## src/common/papc_pkg.sv

```systemverilog
package papc_pkg;
  // register offsets (byte addresses, one aligned word each)
  localparam logic [7:0] OFS_P1_DATA = 8'h00;
  localparam logic [7:0] OFS_P1_DIR  = 8'h04;
  localparam logic [7:0] OFS_P2_DATA = 8'h08;
  localparam logic [7:0] OFS_P2_DIR  = 8'h0C;
  localparam logic [7:0] OFS_ADSEL   = 8'h10;
  localparam logic [7:0] OFS_CHSEL   = 8'h14;
  localparam logic [7:0] OFS_DAC     = 8'h18;
  localparam logic [7:0] OFS_P1AMC   = 8'h1C;
  localparam logic [7:0] OFS_BITOP   = 8'h20;
  localparam logic [7:0] OFS_P2FUNC  = 8'h24;
  // reset values
  localparam logic [7:0] RST_LATCH = 8'h00;
  localparam logic [7:0] RST_DIR   = 8'hFF;
  localparam logic [7:0] RST_ADSEL = 8'h00;
  localparam logic [4:0] RST_CHSEL = 5'h1F;
  localparam logic [1:0] RST_DAC   = 2'h0;
  localparam logic       RST_P1AMC = 1'b1;
  // bit-op command fields
  localparam int BOP_BIT_LSB  = 0;
  localparam int BOP_PORT_POS = 3;
  localparam int BOP_VAL_POS  = 4;
  // pin 2 functional encodings
  typedef enum logic [2:0] {
    PAPC_DIG_IN, PAPC_DIG_OUT, PAPC_ANA_CONV, PAPC_ANA_IDLE, PAPC_DAC_OUT, PAPC_PROHIBIT
  } papc_func_t;
  // P1.0 analog-capable channel number and D/A pins index
  localparam logic [4:0] CH_P10 = 5'h10;
  localparam int DAC_PIN0 = 2;
  localparam int DAC_PIN1 = 3;
  typedef struct packed {
    logic        psel;
    logic        penable;
    logic        pwrite;
    logic [7:0]  paddr;
    logic [31:0] pwdata;
  } papc_apb_req_t;
  typedef struct packed {
    logic        pready;
    logic        pslverr;
    logic [31:0] prdata;
  } papc_apb_rsp_t;
  typedef struct packed {
    logic [7:0]  p1_latch;
    logic [7:0]  p1_dir;
    logic [7:0]  p2_latch;
    logic [7:0]  p2_dir;
    logic [7:0]  adsel;
    logic [4:0]  chsel;
    logic [1:0]  dac_en;
    logic        port1_analog_mode_control;
    logic        pready;
    logic        pslverr;
    logic [31:0] prdata;
    logic [7:0]  p1_oe;
    logic [7:0]  p1_out;
    logic [7:0]  p2_oe;
    logic [7:0]  p2_out;
    logic [7:0]  p2_ana;
    logic [7:0]  p2_conv;
    logic [1:0]  dac_drive;
    logic        p10_ana;
    logic        prohibit;
  } papc_state_t;
endpackage

```

## src/hdl/papc_port_cfg.sv

```systemverilog
// Added by the designer: the placing of the registers and the APB register port.
`timescale 1ns/100ps
// Summary of operation
// RULE1: software sets direction and latch before using an alternate function
// RULE2: alternate inputs need direction 1; latch ignored
// RULE3: timer and buzzer outputs need direction 0 latch 0; D/A keeps direction 1
// RULE4: serial, debug tx and I2C pins need direction 0 latch 1
// RULE5: software holds unused alternate outputs on a pin at initial state
// RULE6: direction and latch needs are the same in every package variant
// RULE7: port 2 function from analog select, channel select and direction
// RULE8: digital pins follow direction, regardless of channel select
// RULE9: analog input converted only when selected; analog with output prohibited
// RULE10: D/A pins analog output when enabled and unselected; else analog input (code flags enabled and selected as prohibited)
// RULE11: port 1 pin 0 uses mode control bit, channel select and direction (code decides P1.0 analog from mode control bit and direction only)
// RULE12: single-bit write reads eight bits, changes one, writes eight back
// RULE13: input bits: write goes to latch, read returns pin level
// RULE14: bit write copies live pin levels into untouched input latches
// RULE15: software rewrites latch when turning an input bit into an output
// RULE16: analog select bit 0 is analog input at reset, 1 is digital
module papc_port_cfg (
  // clock and reset
  input  wire logic                  CLK_SYS,
  input  wire logic                  ARST_N,
  // apb
  input  wire papc_pkg::papc_apb_req_t APB_REQ,
  output papc_pkg::papc_apb_rsp_t    APB_RSP,
  // pins (asynchronous levels)
  input  wire logic [7:0]            P1_PIN_IN,
  input  wire logic [7:0]            P2_PIN_IN,
  output logic [7:0]                 P1_PIN_OUT,
  output logic [7:0]                 P1_PIN_OE,
  output logic [7:0]                 P2_PIN_OUT,
  output logic [7:0]                 P2_PIN_OE,
  // analog side
  output logic [7:0]                 P2_ANALOG,
  output logic [7:0]                 P2_CONVERT,
  output logic [1:0]                 DAC_DRIVE,
  output logic                       P10_ANALOG,
  output logic                       CFG_PROHIBITED
);
  import papc_pkg::*;

  papc_state_t st;
  papc_state_t next_st;
  logic [7:0]  p1_s1, p1_s2, p2_s1, p2_s2;
  logic [7:0]  rd1, rd2, mod;
  logic        acc, wr;
  logic [2:0]  bsel;
  logic        sel_ch;
  logic        dac_pin;
  logic        dac_on;

  // pins pass two flops before use
  always_ff @(posedge CLK_SYS or negedge ARST_N) begin
    if (!ARST_N) begin
      p1_s1 <= 8'h00;
      p1_s2 <= 8'h00;
      p2_s1 <= 8'h00;
      p2_s2 <= 8'h00;
    end else begin
      p1_s1 <= P1_PIN_IN;
      p1_s2 <= p1_s1;
      p2_s1 <= P2_PIN_IN;
      p2_s2 <= p2_s1;
    end
  end

  always_comb begin
    next_st = st;
    // read view: input bits show pin, output bits show latch
    rd1 = (st.p1_dir & p1_s2) | (~st.p1_dir & st.p1_latch); // RULE13
    rd2 = (st.p2_dir & p2_s2) | (~st.p2_dir & st.p2_latch); // RULE13
    acc = APB_REQ.psel & APB_REQ.penable & ~st.pready;
    wr = acc & APB_REQ.pwrite;
    bsel = APB_REQ.pwdata[BOP_BIT_LSB +: 3];
    mod = APB_REQ.pwdata[BOP_PORT_POS] ? rd2 : rd1; // RULE12
    mod[bsel] = APB_REQ.pwdata[BOP_VAL_POS]; // RULE12
    next_st.pready = acc;
    next_st.pslverr = 1'b0;
    next_st.prdata = 32'h0000_0000;
    if (acc) begin
      case (APB_REQ.paddr)
        OFS_P1_DATA: begin
          next_st.prdata = {24'h000000, rd1};
          if (wr) next_st.p1_latch = APB_REQ.pwdata[7:0]; // RULE13
        end
        OFS_P1_DIR: begin
          next_st.prdata = {24'h000000, st.p1_dir};
          if (wr) next_st.p1_dir = APB_REQ.pwdata[7:0];
        end
        OFS_P2_DATA: begin
          next_st.prdata = {24'h000000, rd2};
          if (wr) next_st.p2_latch = APB_REQ.pwdata[7:0]; // RULE13
        end
        OFS_P2_DIR: begin
          next_st.prdata = {24'h000000, st.p2_dir};
          if (wr) next_st.p2_dir = APB_REQ.pwdata[7:0];
        end
        OFS_ADSEL: begin
          next_st.prdata = {24'h000000, st.adsel};
          if (wr) next_st.adsel = APB_REQ.pwdata[7:0]; // RULE16
        end
        OFS_CHSEL: begin
          next_st.prdata = {27'h0000000, st.chsel};
          if (wr) next_st.chsel = APB_REQ.pwdata[4:0];
        end
        OFS_DAC: begin
          next_st.prdata = {30'h00000000, st.dac_en};
          if (wr) next_st.dac_en = APB_REQ.pwdata[1:0];
        end
        OFS_P1AMC: begin
          // unmounted bits read as one
          next_st.prdata = {24'h000000, 7'h7F, st.port1_analog_mode_control};
          if (wr) next_st.port1_analog_mode_control = APB_REQ.pwdata[0];
        end
        OFS_BITOP: begin
          // whole byte written back, so input latches pick up pin levels
          if (wr && APB_REQ.pwdata[BOP_PORT_POS]) next_st.p2_latch = mod; // RULE14
          if (wr && !APB_REQ.pwdata[BOP_PORT_POS]) next_st.p1_latch = mod; // RULE14
        end
        OFS_P2FUNC: begin
          next_st.prdata = {24'h000000, st.p2_ana};
        end
        default: begin
          next_st.pslverr = 1'b1;
        end
      endcase
    end
    // pin drive: direction 0 drives latch on digital pins (P1.0 needs mode control 0, port 2 needs analog select 1); timer/serial/i2c follow same pairs
    next_st.p1_oe = ~st.p1_dir; // RULE2 RULE3 RULE4 RULE6
    next_st.p1_out = st.p1_latch;
    next_st.p10_ana = st.port1_analog_mode_control & st.p1_dir[0]; // RULE11
    next_st.prohibit = st.port1_analog_mode_control & ~st.p1_dir[0]; // RULE11
    if (!st.port1_analog_mode_control) next_st.p1_oe[0] = ~st.p1_dir[0];
    else next_st.p1_oe[0] = 1'b0;
    next_st.p2_out = st.p2_latch;
    next_st.dac_drive = 2'b00;
    for (int i = 0; i < 8; i++) begin
      sel_ch = (st.chsel == 5'(i));
      dac_pin = (i == DAC_PIN0) || (i == DAC_PIN1);
      dac_on = dac_pin && st.dac_en[(i == DAC_PIN1) ? 1 : 0];
      next_st.p2_oe[i] = 1'b0;
      next_st.p2_ana[i] = 1'b0;
      next_st.p2_conv[i] = 1'b0;
      if (st.adsel[i]) begin
        next_st.p2_oe[i] = ~st.p2_dir[i]; // RULE7 RULE8
      end else if (!st.p2_dir[i]) begin
        next_st.prohibit = 1'b1; // RULE9
      end else if (dac_on) begin
        if (sel_ch) next_st.prohibit = 1'b1; // RULE10
        else next_st.dac_drive[(i == DAC_PIN1) ? 1 : 0] = 1'b1; // RULE10
        next_st.p2_ana[i] = 1'b1;
      end else begin
        next_st.p2_ana[i] = 1'b1; // RULE9
        next_st.p2_conv[i] = sel_ch; // RULE9
      end
    end
    if (st.port1_analog_mode_control && st.p1_dir[0] && st.chsel == CH_P10) begin
      next_st.p10_ana = 1'b1; // RULE11
    end
  end

  always_ff @(posedge CLK_SYS or negedge ARST_N) begin
    if (!ARST_N) begin
      st <= '0;
      st.p1_latch <= RST_LATCH;
      st.p2_latch <= RST_LATCH;
      st.p1_dir <= RST_DIR;
      st.p2_dir <= RST_DIR;
      st.adsel <= RST_ADSEL; // RULE16
      st.chsel <= RST_CHSEL;
      st.dac_en <= RST_DAC;
      st.port1_analog_mode_control <= RST_P1AMC;
    end else begin
      st <= next_st;
    end
  end

  assign APB_RSP.pready = st.pready;
  assign APB_RSP.pslverr = st.pslverr;
  assign APB_RSP.prdata = st.prdata;
  assign P1_PIN_OUT = st.p1_out;
  assign P1_PIN_OE = st.p1_oe;
  assign P2_PIN_OUT = st.p2_out;
  assign P2_PIN_OE = st.p2_oe;
  assign P2_ANALOG = st.p2_ana;
  assign P2_CONVERT = st.p2_conv;
  assign DAC_DRIVE = st.dac_drive;
  assign P10_ANALOG = st.p10_ana;
  assign CFG_PROHIBITED = st.prohibit;

  property p_out_follows_dir;
    @(posedge CLK_SYS) disable iff (!ARST_N)
    ##1 (st.adsel[4] && !$past(st.p2_dir[4]) && $past(st.adsel[4])) |-> st.p2_oe[4];
  endproperty
  a_out_follows_dir: assert property (p_out_follows_dir) else $error("digital out not driven"); // RULE8

  property p_analog_no_drive;
    @(posedge CLK_SYS) disable iff (!ARST_N)
    (!st.adsel[5] && $past(!st.adsel[5])) |-> !st.p2_oe[5];
  endproperty
  a_analog_no_drive: assert property (p_analog_no_drive) else $error("analog pin driven"); // RULE7

  property p_conv_sel;
    @(posedge CLK_SYS) disable iff (!ARST_N)
    st.p2_conv[0] |-> ($past(st.chsel) == 5'h00 && !$past(st.adsel[0]));
  endproperty
  a_conv_sel: assert property (p_conv_sel) else $error("conversion without selection"); // RULE9

  property p_prohibit;
    @(posedge CLK_SYS) disable iff (!ARST_N)
    ($past(!st.adsel[1]) && $past(!st.p2_dir[1])) |-> st.prohibit;
  endproperty
  a_prohibit: assert property (p_prohibit) else $error("prohibited setting not flagged"); // RULE9

  property p_dac;
    @(posedge CLK_SYS) disable iff (!ARST_N)
    st.dac_drive[0] |-> ($past(st.dac_en[0]) && $past(st.chsel) != 5'h02);
  endproperty
  a_dac: assert property (p_dac) else $error("dac drive wrong"); // RULE10

  property p_rd_pin;
    @(posedge CLK_SYS) disable iff (!ARST_N)
    (acc && !APB_REQ.pwrite && APB_REQ.paddr == OFS_P1_DATA && st.p1_dir == 8'hFF)
      |=> st.prdata[7:0] == $past(p1_s2);
  endproperty
  a_rd_pin: assert property (p_rd_pin) else $error("input read not pin level"); // RULE13

  property p_bitop;
    @(posedge CLK_SYS) disable iff (!ARST_N)
    (wr && APB_REQ.paddr == OFS_BITOP && !APB_REQ.pwdata[BOP_PORT_POS])
      |=> st.p1_latch[$past(bsel)] == $past(APB_REQ.pwdata[BOP_VAL_POS]);
  endproperty
  a_bitop: assert property (p_bitop) else $error("bit op target wrong"); // RULE12

  property p_bitop_copy;
    @(posedge CLK_SYS) disable iff (!ARST_N)
    (wr && APB_REQ.paddr == OFS_BITOP && !APB_REQ.pwdata[BOP_PORT_POS]
      && APB_REQ.pwdata[2:0] != 3'h7 && st.p1_dir[7]) |=> st.p1_latch[7] == $past(p1_s2[7]);
  endproperty
  a_bitop_copy: assert property (p_bitop_copy) else $error("input latch not copied"); // RULE14

  property p_ready;
    @(posedge CLK_SYS) disable iff (!ARST_N)
    (APB_REQ.psel && APB_REQ.penable && !st.pready) |=> st.pready;
  endproperty
  a_ready: assert property (p_ready) else $error("pready late");

  property p_p1_oe_dir;
    @(posedge CLK_SYS) disable iff (!ARST_N)
    st.p1_oe[7:1] == ~$past(st.p1_dir[7:1]);
  endproperty
  a_p1_oe_dir: assert property (p_p1_oe_dir) else $error("port 1 drive not from direction"); // RULE4

  property p_pin_out_latch;
    @(posedge CLK_SYS) disable iff (!ARST_N)
    (st.p1_out == $past(st.p1_latch)) && (st.p2_out == $past(st.p2_latch));
  endproperty
  a_pin_out_latch: assert property (p_pin_out_latch) else $error("pin out not latch"); // RULE3

  property p_dig_in;
    @(posedge CLK_SYS) disable iff (!ARST_N)
    (st.adsel[6] && st.p2_dir[6]) |=> (!st.p2_oe[6] && !st.p2_ana[6]);
  endproperty
  a_dig_in: assert property (p_dig_in) else $error("digital input wrong"); // RULE8

  property p_dig_out;
    @(posedge CLK_SYS) disable iff (!ARST_N)
    (st.adsel[7] && !st.p2_dir[7]) |=> (st.p2_oe[7] && !st.p2_ana[7] && !st.p2_conv[7]);
  endproperty
  a_dig_out: assert property (p_dig_out) else $error("digital output wrong"); // RULE8

  property p_ana_unsel;
    @(posedge CLK_SYS) disable iff (!ARST_N)
    (!st.adsel[3] && st.p2_dir[3] && !st.dac_en[1] && st.chsel != 5'h03)
      |=> (st.p2_ana[3] && !st.p2_conv[3]);
  endproperty
  a_ana_unsel: assert property (p_ana_unsel) else $error("unselected analog converted"); // RULE9

  property p_dac_sel_bad;
    @(posedge CLK_SYS) disable iff (!ARST_N)
    (!st.adsel[2] && st.p2_dir[2] && st.dac_en[0] && st.chsel == 5'h02) |=> st.prohibit;
  endproperty
  a_dac_sel_bad: assert property (p_dac_sel_bad) else $error("dac select not flagged"); // RULE10

  property p_dac_stopped;
    @(posedge CLK_SYS) disable iff (!ARST_N)
    (!st.adsel[2] && st.p2_dir[2] && !st.dac_en[0] && st.chsel == 5'h02)
      |=> (st.p2_conv[2] && !st.dac_drive[0]);
  endproperty
  a_dac_stopped: assert property (p_dac_stopped) else $error("stopped dac pin wrong"); // RULE10

  property p_p10_ana;
    @(posedge CLK_SYS) disable iff (!ARST_N)
    (st.port1_analog_mode_control && st.p1_dir[0]) |=> st.p10_ana;
  endproperty
  a_p10_ana: assert property (p_p10_ana) else $error("port 1 pin 0 not analog"); // RULE11

  property p_p10_out_bad;
    @(posedge CLK_SYS) disable iff (!ARST_N)
    (st.port1_analog_mode_control && !st.p1_dir[0]) |=> st.prohibit;
  endproperty
  a_p10_out_bad: assert property (p_p10_out_bad) else $error("analog output not flagged"); // RULE11

  property p_rd_latch;
    @(posedge CLK_SYS) disable iff (!ARST_N)
    (acc && !APB_REQ.pwrite && APB_REQ.paddr == OFS_P1_DATA && !st.p1_dir[0])
      |=> st.prdata[0] == $past(st.p1_latch[0]);
  endproperty
  a_rd_latch: assert property (p_rd_latch) else $error("output read not latch"); // RULE13

  property p_wr_latch;
    @(posedge CLK_SYS) disable iff (!ARST_N)
    (wr && APB_REQ.paddr == OFS_P1_DATA) |=> st.p1_latch == $past(APB_REQ.pwdata[7:0]);
  endproperty
  a_wr_latch: assert property (p_wr_latch) else $error("data write missed latch"); // RULE13

  property p_bitop_p2;
    @(posedge CLK_SYS) disable iff (!ARST_N)
    (wr && APB_REQ.paddr == OFS_BITOP && APB_REQ.pwdata[BOP_PORT_POS])
      |=> (st.p2_latch[$past(bsel)] == $past(APB_REQ.pwdata[BOP_VAL_POS])
           && st.p1_latch == $past(st.p1_latch));
  endproperty
  a_bitop_p2: assert property (p_bitop_p2) else $error("port 2 bit op wrong"); // RULE12
endmodule

```

## config.mk

```make
export PLATFORM = sky130hd
export DESIGN_NAME = papc_port_cfg
export DESIGN_NICKNAME = d
export VERILOG_FILES = /design/src/common/papc_pkg.sv /design/src/hdl/papc_port_cfg.sv
export SDC_FILE = /design/constraint.sdc
export NUM_CORES = 1
export LEC_CHECK = 0
export ABC_AREA = 0
export BUFFER_PORTS_ARGS = -buffer_cell sky130_fd_sc_hd__clkbuf_2
export CAP_MARGIN = 40
export CORE_MARGIN = 5
export CORE_UTILIZATION = 35
export DETAILED_ROUTE_END_ITERATION = 8
export SLEW_MARGIN = 10
export SYNTH_ARGS = -nofsm -noshare
export SYNTH_HDL_FRONTEND = slang
export SYNTH_SLANG_ARGS = --single-unit
```

## constraint.sdc

```tcl
create_clock -name CLK_SYS -period 5 [get_ports CLK_SYS]
set_input_delay 0.5 -clock CLK_SYS [delete_from_list [all_inputs] [get_ports CLK_SYS]]
set_output_delay 0.5 -clock CLK_SYS [all_outputs]
set_load 0.005 [all_outputs]
```

; After elaboration in Yosys (flattened, before gate mapping)
; Index checks and enable logic that the tools add are counted.
[totals]
out_inout_bits = 86
register_bits = 166
[op_classes]
bitwise = 23
n_reduce_logical = 19
magnitude_cmp = 2
eq_ne = 21
mux = 84
[ops]
columns = op, n
row1 = $mux 1, 74
row2 = $pmux 8 s9, 1
row3 = $mux 33, 1
row4 = $and 8x8->8, 4
row5 = $eq 8x5->1 const B, 4
row6 = $mux 8, 4
row7 = $pmux 8 s2, 2
row8 = $eq 5x3->1 const B, 4
row9 = $reduce_and 3->1, 6
row10 = $eq 8x4->1 const B, 2
row11 = $eq 8x6->1 const B, 2
row12 = $not 8->8, 2
row13 = $or 8x8->8, 2
row14 = $eq 5x2->1 const B, 2
row15 = $not 1->1, 10
row16 = $reduce_or 10->1, 1
row17 = $bwmux 8, 1
row18 = $eq 8x3->1 const B, 1
row19 = $logic_not 8->1, 1
row20 = $ne 2x2->1 const B, 4
row21 = $reduce_and 4->1, 2
row22 = $and 1x1->1, 5
row23 = $eq 5x1->1 const B, 1
row24 = $eq 5x5->1 const B, 1
row25 = other kinds (7), 12

; Longest topological paths before layout
; Gate-level depths: netlist of the first run.
[depth]
depth_word = 22
ltp_mapped = 6
ltp_nobuf = 4

; Worst setup path after synthesis of the first run
; No wires, ideal clock.
[synth_path]
kind = in2reg
from = input APB_REQ[34] (netlist bit)
to = register st (netlist bit next_st[20])
stages = 6
setup_ns = 0.125
n_path_buf = 2
slack_ns = 2.898
arrival_time_ns = 1.978
path_cell_list = buf_2 > or4b_4 > o22ai_4 > and2_1 > buf_4 > mux2_2
[synth_via]
elab_chain_len = 3
word_cells_on_any_way = 7
cone_classes = eq/ne (4) / mux (1) / reduce/logical (2)
[synth_lines]
columns = item, line_no
row1 = from (decl), papc_port_cfg.sv:25  ; input wire papc_pkg::papc_apb_req_t APB_REQ,
row2 = $eq 8x6->1 or $eq 8x4->1 (tied branches), papc_port_cfg.sv:82  ; case (APB_REQ.paddr)
row3 = $ne 2x2->1 (no line) or $reduce_bool 2->1 (tied branches), --
row4 = $reduce_and 4->1 (no line), --
row5 = to (signal assigned), papc_port_cfg.sv:175  ; st <= next_st;
row6 = to (decl), papc_port_cfg.sv:43  ; papc_state_t st;
; Several ways; a longest one is shown, not always the timed one.
; A chain may end at the register's enable or synchronous reset.

; Worst setup path in the final report of the first run
[layout_path]
from = input APB_REQ[35] (netlist bit)
to = register st (netlist bit next_st[37])
[layout_via]
elab_chain_len = 3
word_cells_on_any_way = 7
cone_classes = eq/ne (3) / mux (1) / reduce/logical (3)
[layout_lines]
columns = item, line_no
row1 = $eq 8x6->1 or $logic_not 8->1 (tied branches), papc_port_cfg.sv:82
row2 = $ne 2x2->1 (no line) or $reduce_bool 2->1 (tied branches), --
row3 = $reduce_and 4->1 (no line), --
; Several ways; a longest one is shown, not always the timed one.

==> implementation parameters, run 1 <==
Parameter                              Value

Run status
  Outcome ... finished, final reports clean

Routing
  Number of DRC violations after detailed-routing iteration 0 ... 299
  Average vias per placed instance ... 5.04
  Post-DRT Antenna Nets ... 0
  Wire length reported by the detailed router ... 16400 um
  Detailed-route DRC error count ... 0
  Average wire length per cell after detail routing ... 19.9 um
  Count of vias placed by the detailed router ... 4160
  Detailed-routing iteration count for the pre-antenna-repair pass ... 5

Power and ir drop
  Int Pwr ... 2.15 mW
  Worst voltage drop across the vdd grid ... 0.000234 V
  Fraction of power spent switching nets ... 0.210
  Leakage dissipation ... 3.36 nW
  Clk network pwr share ... 0.511
  Net switching power figure ... 0.571 mW
  Sequential fraction of design power ... 0.439
  Part of the total power dissipated in combinational logic ... 0.050
  PD cells ... 369 nW/um2

Timing
  Hold Fails Final Rpt ... 0
  Post-layout worst setup margin ... 2.51 ns
  Period Utilization, post-route ... 0.499
  Unrepaired setup endpoints after global routing ... false
  Final setup violation count ... 0
  Post-Route Skew ... 0.00579 ns
  Worst Tran Pin Value ... 0.890 ns
  Post-route setup TNS ... 0 ns
  Headroom to the max-slew limit ... 0.404
  Min Clock Period, post-route ... 2.49 ns
  Upper clock frequency limit ... 0.401 GHz
  Slew Viols, Final ... 0

Critical path
  Worst-path maximum fanout ... 25
  Critical path class ... input pin to register
  Cell family with most CP delay ... simple AND/OR/NAND/NOR gates
  Cell with the largest stage delay on the worst path ... nor4b_4
  Count of buffer and inverter cells on the critical path ... 1
  Data arrival time of the critical path ... 2.79 ns
  Crit path launch type ... input pin
  Chain of cells forming the critical path ... clkbuf_2 > or4_4 > nor4b_4 > mux2_2
  Required time at the endpoint of the critical path ... 5.30 ns
  Critical path endpoint category ... register
  Highest cell delay on the worst timing path ... 0.83 ns

CTS
  Clock latency on the worst-skew pair ... 0.42 ns
  # Post-CTS Setup Buffers ... 0
  Root buf cell ... clkbuf_16
  Maximum buffer depth of the clock tree ... 2
  TritonCTS clock tree ... done
  H-tree depth ... 4
  Num Clock Sinks ... 142
  Worst-path clk slew ... 0.06 ns
  Number of CTS-inserted buffers ... 17

Synth
  Flop and latch count out of synthesis ... 142
  Most common flop cell mapped by yosys ... dfrtp_1
  Post-synth design cell area ... 6540 um2
  Portion of synthesized cell area occupied by the leading cell type ... 0.459
  Largest area contributor in the synthesized netlist ... dfrtp_1
  Warnings, synthesis ... 0
  Synthesized area per cell ... 12.0 um2
  Largest cells by area after synthesis ... dfrtp_1 (46%), buf_4 (9.9%), dfstp_2 (8.8%)
  Number of synthesized flops with an enable pin ... 0
  Cell count after synthesis ... 545
  Share of the yosys chip area belonging to registers ... 0.548
  Count of distinct cell types in the synthesized netlist ... 64
  Post-synthesis async set-or-reset flop share ... 1.00

Global routing
  Global route overflow ... 0
  Overall fraction of global-route tracks in use ... 0.158
  Grt met2 use ... 0.245
  Maximum number of pins on one net before global-route repair ... 94
  First-pass GRT wire length ... 26200 um
  Grt met3 use ... 0.0484
  Number of global-route vias before repair ... 4552
  Global routing's busiest layer ... met2
  GR met1 Demand/Resource ... 0.215
  Number of antenna violations at the first check in global routing ... 1

Floorplan
  Floorplan die height ... 147 um
  Boundary pin count ... 147
  Die outline width ... 147 um
  Starting density of the core ... 0.353
  Die Area ... 21500 um2
  Area of the core ... 18500 um2
  Row count ... 50

Final layout
  Area overhead of the layout relative to synthesis ... 12.8%
  Fraction of final layout cells sized beyond drive strength 1 ... 0.356
  Net total in the final layout ... 640
  Register containing the most flip-flops in the final layout ... st
  Flip-flop count of the largest register after layout ... 32
  Number of antenna cells inserted ... 0

Placement
  Global placer's final weighted congestion ... 0.929
  Placement Setup Slack ... 2.08 ns
  Number of buffers added on ports ... 98
  Detailed placer's ending HPWL ... 11700 um

Run
  Count of maximum capacitance violations ... 0

Hold path
  Type of the worst min-delay path ... input pin to register
routing by layer:
layer	share of wire	wire length, um
met5	0.00043	7
met4	0.011	175
met3	0.055	903
met1	0.46	7520
met2	0.48	7830
through the flow:
step	hold WS, ns	power (mW)	area (um2)	instances	util
after floorplan	0.204	1.30	6620	568	-
after global placement	0.336	1.35	6680	792	0.361
after detailed placement	0.336	1.35	6680	792	0.361
after CTS	0.170	2.75	7340	824	0.396
after global routing	0.166	2.82	7370	826	0.398
final	0.188	2.72	7370	826	0.398
synthesized netlist by cell type (4+ instances only):
master	number
and2_1	4
dfstp_2	22
o2bb2ai_1	5
nor2_1	17
nor3_1	8
nor4b_1	5
nand2_1	16
clkbuf_1	19
or3_1	4
or3b_2	5
dfrtp_1	120
a31oi_1	13
mux2_2	40
a21oi_1	19
inv_1	13
mux2i_1	30
buf_4	86
o22ai_1	5
and3_1	6
o21ai_0	13
nand3_1	9
nor3b_1	9
nor2b_1	18
power groups by stage:
stage	Clock [mW]	Sequential (mW)	Combinational, mW
3_3_place_gp	0	1.22	0.130
6_report	1.39	1.20	0.135
2_1_floorplan	0	1.21	0.0897
5_1_grt	1.47	1.20	0.151
3_5_place_dp	0	1.22	0.132
4_1_cts	1.42	1.20	0.133
kinds of logic after synthesis:
logic type | synth area share
other | 0.000574
AND/OR/NAND/NOR | 0.133
AO/OA/AOI/OAI | 0.0796
flip-flops | 0.548
multiplexers | 0.118
buffers and inverters | 0.121
placed cells by master (no fill, tap or decap), drive strengths merged, types with 4 or more instances in the layout:
cell type  count
nor3b          9
a21oi         19
nor3           9
a31oi         13
dfstp         22
and3           6
and2           4
clkbuf       120
o21ai         14
nand2         17
bufinv         5
nor2          18
or3            4
or3b           5
o22ai          6
dfrtp        120
mux2          40
nor2b         18
o2bb2ai        5
mux2i         30
inv           14
conb          24
nor4b          7
nand3          9
area by class of cell:
cell class | count | area, um2
timing repair buffer | 101 | 542
clock buffer | 23 | 478
sequential | 142 | 3580
inverter | 13 | 48.8
clock inverter | 9 | 180
tap | 234 | 293
fill | 1784 | 11100
multi-input combinational | 304 | 2250
repair_timing:
action	in CTS	in global routing
gates resized for setup	0	0
endpoints found under the hold margin	0	2
hold buffers	0	1
worst paths after layout:
| check | endpoint | depth (start not counted) | slack (ns) | startpoint |
|---|---|---|---|---|
| max in group asynchronous | st[95]$_DFFE_PN0P_ | 4 | 3.37 | ARST_N |
| min | p1_s1[4]$_DFF_PN0_ | 1 | 0.19 | P1_PIN_IN[4] |
| max | next_st[37]$_DFFE_PN0P_ | 4 | 2.51 | APB_REQ[35] |
| min reg2reg | p2_s2[2]$_DFF_PN0_ | 0 | 0.35 | p2_s1[2]$_DFF_PN0_ |
| min in group asynchronous | p2_s1[7]$_DFF_PN0_ | 2 | 0.42 | ARST_N |
| max reg2reg | next_st[20]$_DFFE_PN0P_ | 4 | 2.81 | APB_RSP[33]$_DFF_PN0_ |
No activity file was read; power rests on OpenSTA's default activity.
==> run 2: changes to the inputs <==
--- a/config.mk
+++ b/config.mk
@@ -5,7 +5,7 @@
 export SDC_FILE = /design/constraint.sdc
 export NUM_CORES = 1
 export LEC_CHECK = 0
-export ABC_AREA = 0
+export ABC_AREA = 1
 export BUFFER_PORTS_ARGS = -buffer_cell sky130_fd_sc_hd__clkbuf_2
 export CAP_MARGIN = 40
 export CORE_MARGIN = 5
==> constraint.sdc (replaced) <==
create_clock -name CLK_SYS -period 2.1 [get_ports CLK_SYS]
set_input_delay 0.21 -clock CLK_SYS [delete_from_list [all_inputs] [get_ports CLK_SYS]]
set_output_delay 0.21 -clock CLK_SYS [all_outputs]
set_load 0.005 [all_outputs]
==> run 2 against run 1 <==
Routed wire length fell by 5.3%. Critical path depth up 2. Via count up 10%. Hold slack got worse by 0.16 ns. Register-to-register slack worse by 2.3 ns. Sequential share of layout area fell by 0.28 points. Synthesized cell count up 31%. Non-clock buffer count increased by 16. Synthesized area fell by 1.7%. Highest routed layer is now met4.
==> implementation parameters, run 2 <==
Parameter                              Value

Run status
  Outcome ... finished, final reports clean

CTS
  H-tree depth ... 4 (unchanged)
  TritonCTS clock tree ... done
  Number of CTS-inserted buffers ... 17 (unchanged)
  Root buf cell ... clkbuf_16
  Maximum buffer depth of the clock tree ... 2 (unchanged)
  Clock latency on the worst-skew pair ... 0.43 ns (about the same)
  Num Clock Sinks ... 142 (unchanged)
  Worst-path clk slew ... 0.06 ns (about the same)
  # Post-CTS Setup Buffers ... 0 (unchanged)

Power and ir drop
  Worst voltage drop across the vdd grid ... 0.000638 V (+170%)
  Leakage dissipation ... 3.76 nW (+12%)
  PD cells ... 851 nW/um2 (+130%)

Routing
  Wire length reported by the detailed router ... 15600 um (-5.3%)
  Detailed-routing iteration count for the pre-antenna-repair pass ... 5 (unchanged)
  Average vias per placed instance ... 4.48 (-11%)
  Count of vias placed by the detailed router ... 4586 (+10%)
  Number of DRC violations after detailed-routing iteration 0 ... 345 (+15%)
  Detailed-route DRC error count ... 0 (unchanged)
  Post-DRT Antenna Nets ... 0 (unchanged)
  Average wire length per cell after detail routing ... 15.2 um (-24%)

Final layout
  Fraction of final layout cells sized beyond drive strength 1 ... 0.242 (-0.115)
  Area overhead of the layout relative to synthesis ... 15.4%
  Number of antenna cells inserted ... 0 (unchanged)
  Fin cells ... 1023 (+24%)
  Most used cells in the layout excluding fill and tap cells ... nand2_1 (197), dfrtp_1 (120), clkbuf_2 (97)
  Fill cells ... 1800 (+0.90%)
  Flip-flop count of the largest register after layout ... 32 (unchanged)
  Commonest non-fill, non-tap cell in the layout ... nand2_1
  Register containing the most flip-flops in the final layout ... st
  Net total in the final layout ... 842 (+32%)
  Final design utilization ... 0.411 (+0.0133)

Run
  Count of maximum capacitance violations ... 0 (unchanged)

Synth
  Largest area contributor in the synthesized netlist ... dfrtp_1
  Most repeated cell in the gate-level netlist after synthesis ... nand2_1
  Number of synthesized flops with an enable pin ... 0 (unchanged)
  Portion of synthesized cell area occupied by the leading cell type ... 0.467 (+0.00787)
  Largest cells by area after synthesis ... dfrtp_1 (47%), nand2_1 (12%), buf_4 (9.9%)
  Synthesized area per cell ... 8.98 um2 (-25%)
  Share of the yosys chip area belonging to registers ... 0.557 (+0.00938)
  Count of distinct cell types in the synthesized netlist ... 30 (-53%)
  Post-synth design cell area ... 6430 um2 (-1.7%)
  Cell count after synthesis ... 716 (+31%)
  Flop and latch count out of synthesis ... 142 (unchanged)
  Most used standard cells in the synthesized netlist ... nand2_1 (197), dfrtp_1 (120), buf_4 (85)
  Warnings, synthesis ... 0 (unchanged)
  Most common flop cell mapped by yosys ... dfrtp_1
  Post-synthesis async set-or-reset flop share ... 1.00 (unchanged)

Critical path
  Chain of cells forming the critical path ... nor2_2 > nand2_1 > inv_2 > nand2_2 > nand2_1 > o21ai_0
  Cell with the largest stage delay on the worst path ... dfrtp_1
  Required time at the endpoint of the critical path ... 2.39 ns (-2.91 ns)
  Critical path endpoint category ... register
  Most used cell along the critical path ... nand2_1
  Critical path class ... register to register
  Count of buffer and inverter cells on the critical path ... 1 (unchanged)
  Highest cell delay on the worst timing path ... 0.38 ns (-0.45 ns)
  Data arrival time of the critical path ... 1.90 ns (-0.89 ns)
  Cell family with most CP delay ... simple AND/OR/NAND/NOR gates
  Worst-path maximum fanout ... 16 (-36%)
  Crit path launch type ... register

Global routing
  Global route overflow ... 0 (unchanged)
  Number of antenna violations at the first check in global routing ... 0 (-1)
  First-pass GRT wire length ... 25400 um (-3.3%)
  Maximum number of pins on one net before global-route repair ... 59 (-37%)
  Number of global-route vias before repair ... 4587 (+0.77%)
  Overall fraction of global-route tracks in use ... 0.153 (-0.00495)

Timing
  Upper clock frequency limit ... 0.622 GHz
  Period Utilization, post-route ... 0.766
  Post-Route Skew ... 0.00890 ns (+0.00311 ns)
  Hold Fails Final Rpt ... 0 (unchanged)
  Unrepaired setup endpoints after global routing ... false
  Min Clock Period, post-route ... 1.61 ns
  Worst Tran Pin Value ... 0.556 ns (-0.334 ns)
  Slew Viols, Final ... 0 (unchanged)
  Final setup violation count ... 0 (unchanged)
  Post-route setup TNS ... 0 ns (unchanged)
  Headroom to the max-slew limit ... 0.630 (+0.225)

Placement
  Global placer's final weighted congestion ... 0.909 (-2.1%)
  Placed Cells ... 974 (+23%)
  Number of buffers added on ports ... 98 (unchanged)
  Detailed placer's ending HPWL ... 11700 um (-0.69%)

Hold path
  Type of the worst min-delay path ... input pin to register

Floorplan
  Die outline width ... 146 um (-0.79%)
  Boundary pin count ... 147 (unchanged)
  Starting density of the core ... 0.357 (+0.00355)
  Area of the core ... 18000 um2 (-2.7%)
  Row count ... 49 (-2.0%)
  Floorplan die height ... 146 um (-0.79%)
  Die Area ... 21200 um2 (-1.6%)
[run 2: layout make-up]
| cell class | instances | area (um2) | share of cell area |
|---|---|---|---|
| clock inverter | 12 | 186 | 0.0251 |
| sequential | 142 | 3580 | 0.483 |
| tap | 229 | 287 | 0.0386 |
| inverter | 61 | 231 | 0.0312 |
| clock buffer | 20 | 437 | 0.0589 |
| timing repair buffer | 117 | 707 | 0.0953 |
| multi-input combinational | 442 | 1990 | 0.268 |
[run 2: kinds of logic (layout without fill, tap and decap cells)]
group,after synthesis,in the layout,share of synthesized area
simple gates,338,338,0.224
other cells,1,24,0.000583
flops,142,142,0.557
compound gates,80,80,0.0712
buf+inv,155,210,0.147
[run 2: where the power goes]
group          switching (mW)  total [mW]  internal [mW]
clock                    1.18        3.18           2.00
sequential             0.0319        2.84           2.80
combinational           0.198       0.298          0.101
[run 2: through the flow]
stage / worst slack [ns] / hold slack [ns] / area (um2) / total power [mW]
floorplan: 0.790 / -0.0856 / 6510 / 3.05
global placement: 0.470 / 0.227 / 6620 / 3.16
detailed placement: 0.459 / 0.224 / 6620 / 3.16
CTS: 0.461 / 0.0105 / 7420 / 6.40
global route: 0.288 / 0.0543 / 7420 / 6.55
finish: 0.492 / 0.0259 / 7420 / 6.31
[run 2: per-layer routing]
metal	vias to the layer above	wire, um	GRT usage
met2	148	7290	0.242
met4	0	251	0.0462
li1	2263	-	-
met3	25	1100	0.0517
met5	-	0	0
met1	2150	6910	0.200
[run 2: worst min-delay path: stages]
cell	delay, ns
clkbuf_2	0.08
nand2_1	0.06
nor2_2	0.06
[run 2: worst paths after layout]
kind | start | end | slack, ns | cells after the start
min | APB_REQ[41] | APB_RSP[33]$_DFF_PN0_ | 0.03 | 3
max in group asynchronous | ARST_N | st[102]$_DFFE_PN1P_ | 1.07 | 3
max reg2reg | APB_RSP[33]$_DFF_PN0_ | st[100]$_DFFE_PN0P_ | 0.49 | 6
min reg2reg | p1_s1[5]$_DFF_PN0_ | p1_s2[5]$_DFF_PN0_ | 0.35 | 0
max | APB_RSP[33]$_DFF_PN0_ | st[100]$_DFFE_PN0P_ | 0.49 | 6
min in group asynchronous | ARST_N | P1_PIN_OE[2]$_DFF_PN0_ | 0.33 | 2
[run 2: repair_timing]
action,in CTS,in global routing
resized for setup,0,0
hold buffers,17,0
hold endpoints to repair,60,0
==> run 3: changes to the inputs <==
==> constraint.sdc (replaced) <==
create_clock -name CLK_SYS -period 1.7 [get_ports CLK_SYS]
set_input_delay 0.17 -clock CLK_SYS [delete_from_list [all_inputs] [get_ports CLK_SYS]]
set_output_delay 0.17 -clock CLK_SYS [all_outputs]
set_load 0.005 [all_outputs]
==> run 3 against run 2 <==
Utilization about the same. First-iteration DRC count decreased by 8.4%. Critical path type unchanged. Maximum frequency increased by 7.7%. Sequential power increased by 23%. Cell count increased by 0.98%. Clock-buffer cell count decreased by 1. Design area decreased by 0.10%. Worst setup slack got worse by 0.29 ns. Largest power group is now registers. Total power increased by 15%. Clock skew increased by 0.0097 ns.
==> implementation parameters, run 3 (synthesis gave the netlist of run 2 again) <==
Parameter                              Value

CTS
  H-tree depth ... 4 (unchanged)
  Resized cells post-CTS ... 0 (unchanged)
  Maximum buffer depth of the clock tree ... 2 (unchanged)
  Clock latency on the worst-skew pair ... 0.43 ns (about the same)
  Worst-path clk slew ... 0.06 ns (about the same)
  TritonCTS clock tree ... done
  Num Clock Sinks ... 142 (unchanged)
  Number of CTS-inserted buffers ... 17 (unchanged)
  Root buf cell ... clkbuf_16

Global routing
  First-pass GRT wire length ... 24900 um (-2.1%)
  Global route overflow ... 0 (unchanged)
  Maximum number of pins on one net before global-route repair ... 48 (-19%)
  Number of antenna violations at the first check in global routing ... 0 (unchanged)
  Overall fraction of global-route tracks in use ... 0.150 (-0.00355)
  Number of global-route vias before repair ... 4525 (-1.4%)

Final layout
  Area overhead of the layout relative to synthesis ... 15.3%
  Net total in the final layout ... 852 (+1.2%)
  Fraction of final layout cells sized beyond drive strength 1 ... 0.252 (+0.0107)
  Register containing the most flip-flops in the final layout ... st
  Number of antenna cells inserted ... 0 (unchanged)
  Fill cells ... 1795 (-0.28%)
  Commonest non-fill, non-tap cell in the layout ... nand2_1
  Most used cells in the layout excluding fill and tap cells ... nand2_1 (197), dfrtp_1 (120), clkbuf_2 (97)
  Area used by multi-input combinational logic ... 1990 um2 (unchanged)
  Flip-flop count of the largest register after layout ... 32 (unchanged)
  Sequential cell area ... 3580 um2 (unchanged)
  Cell area after layout ... 7410 um2 (-0.10%)

Floorplan
  Row count ... 49 (unchanged)
  Boundary pin count ... 147 (unchanged)
  Die outline width ... 146 um (unchanged)
  Die Area ... 21200 um2 (unchanged)
  Area of the core ... 18000 um2 (unchanged)
  Starting density of the core ... 0.357 (unchanged)
  Floorplan die height ... 146 um (unchanged)

Routing
  Count of vias placed by the detailed router ... 4627 (+0.89%)
  Post-DRT Antenna Nets ... 0 (unchanged)
  Number of DRC violations after detailed-routing iteration 0 ... 316 (-8.4%)
  Detailed-route DRC error count ... 0 (unchanged)
  Wire length reported by the detailed router ... 15600 um (about the same)
  Average wire length per cell after detail routing ... 15.1 um (-1.0%)
  Average vias per placed instance ... 4.48 (about the same)
  Detailed-routing iteration count for the pre-antenna-repair pass ... 5 (unchanged)

Timing
  Min Clock Period, post-route ... 1.49 ns (-0.115 ns)
  Period Utilization, post-route ... 0.878 (+0.113)
  Post-Route Skew ... 0.0186 ns (+0.00971 ns)
  Post-route setup TNS ... 0 ns (unchanged)
  Unrepaired setup endpoints after global routing ... false
  Slew Viols, Final ... 0 (unchanged)
  Final setup violation count ... 0 (unchanged)
  Hold Fails Final Rpt ... 0 (unchanged)
  Upper clock frequency limit ... 0.670 GHz (+7.7%)

Placement
  Global placer's final weighted congestion ... 0.873 (-4.0%)
  Number of buffers added on ports ... 98 (unchanged)
  Detailed placer's ending HPWL ... 11800 um (+1.3%)
  Total cell area at the placement stage ... 6700 um2 (+1.1%)

Critical path
  Critical path endpoint category ... register
  Required time at the endpoint of the critical path ... 2.05 ns (-0.34 ns)
  Critical path class ... register to register
  Crit path launch type ... register
  Data arrival time of the critical path ... 1.85 ns (-0.05 ns)
  Worst-path maximum fanout ... 4 (-12)

Power and ir drop
  Leakage dissipation ... 3.77 nW (+0.28%)
  Post-layout power ... 7.28 mW (+15%)
  PD cells ... 982 nW/um2 (+15%)
  Worst voltage drop across the vdd grid ... 0.000708 V (+11%)

Run
  Count of maximum capacitance violations ... 0 (unchanged)

Hold path
  Type of the worst min-delay path ... input pin to register

Run status
  Outcome ... finished, final reports clean
run 3: cell count changes in the layout (fill, tap and decap cells not counted), sizes merged:
| cell | before | now |
|---|---|---|
| buf | 3 | 13 |
| bufinv | 4 | 0 |
| inv | 63 | 66 |
| clkbuf | 117 | 116 |
| clkinv | 3 | 4 |
| clkinvlp | 3 | 4 |
run 3: worst max-delay path, cell delays in order, from the launching register on:
cell and delay, ns:
dfstp_2 0.38, or2_2 0.29, nor2_1 0.23, nand3_1 0.20
o21ai_0 0.18, nand2_1 0.09, nand3_1 0.07
run 3: per-layer routing:
metal / wire length, um / GRT usage / vias to the layer above
met1: 6930 / 0.197 / 2194
met3: 1100 / 0.0542 / 11
met4: 172 / 0.0396 / 0
met5: 0 / 0 / -
met2: 7350 / 0.235 / 141
li1: - / - / 2281
run 3: cell type report:
class | count | share of cell area
timing repair buffer | 127 | 0.106
clock buffer | 19 | 0.0584
tap | 229 | 0.0387
sequential | 142 | 0.483
inverter | 61 | 0.0312
clock inverter | 13 | 0.0145
multi-input combinational | 442 | 0.268
run 3: path summary, 6_finish.rpt:
kind / from / slack, ns / cells past startpoint / end
hold reg to reg: p1_s1[5]$_DFF_PN0_ / 0.34 / 0 / p1_s2[5]$_DFF_PN0_
max in group asynchronous: ARST_N / 0.83 / 3 / st[107]$_DFFE_PN1P_
min in group asynchronous: ARST_N / 0.25 / 2 / p1_s2[0]$_DFF_PN0_
setup reg to reg: st[92]$_DFFE_PN1P_ / 0.21 / 6 / CFG_PROHIBITED$_DFF_PN0_
hold / removal: APB_REQ[7] / 0.04 / 3 / st[109]$_DFFE_PN1P_
setup / recovery: st[92]$_DFFE_PN1P_ / 0.21 / 6 / CFG_PROHIBITED$_DFF_PN0_
run 3: what timing repair did:
| action | 4_1_cts | 5_1_grt |
|---|---|---|
| hold endpoints to repair | 54 | 0 |
| hold buffers | 17 | 0 |
| setup buffers | 0 | 0 |
run 3: where the power goes:
group | total [mW] | switching, mW | internal, mW
registers | 3.50 | 0.0400 | 3.46
logic | 0.382 | 0.246 | 0.135
clock network | 3.39 | 1.50 | 1.90
total | 7.28 | 1.78 | 5.49
run 3: stage by stage:
step | utilization | hold WS (ns) | setup WS, ns | instances
final | 0.411 | 0.0424 | 0.207 | 1033
after global routing | 0.411 | 0.0532 | 0.0260 | 1033
after CTS | 0.411 | 0.0239 | 0.199 | 1033
after detailed placement | 0.372 | 0.135 | 0.158 | 984
after global placement | 0.372 | 0.136 | 0.164 | 984
after floorplan | - | -0.126 | 0.390 | 739
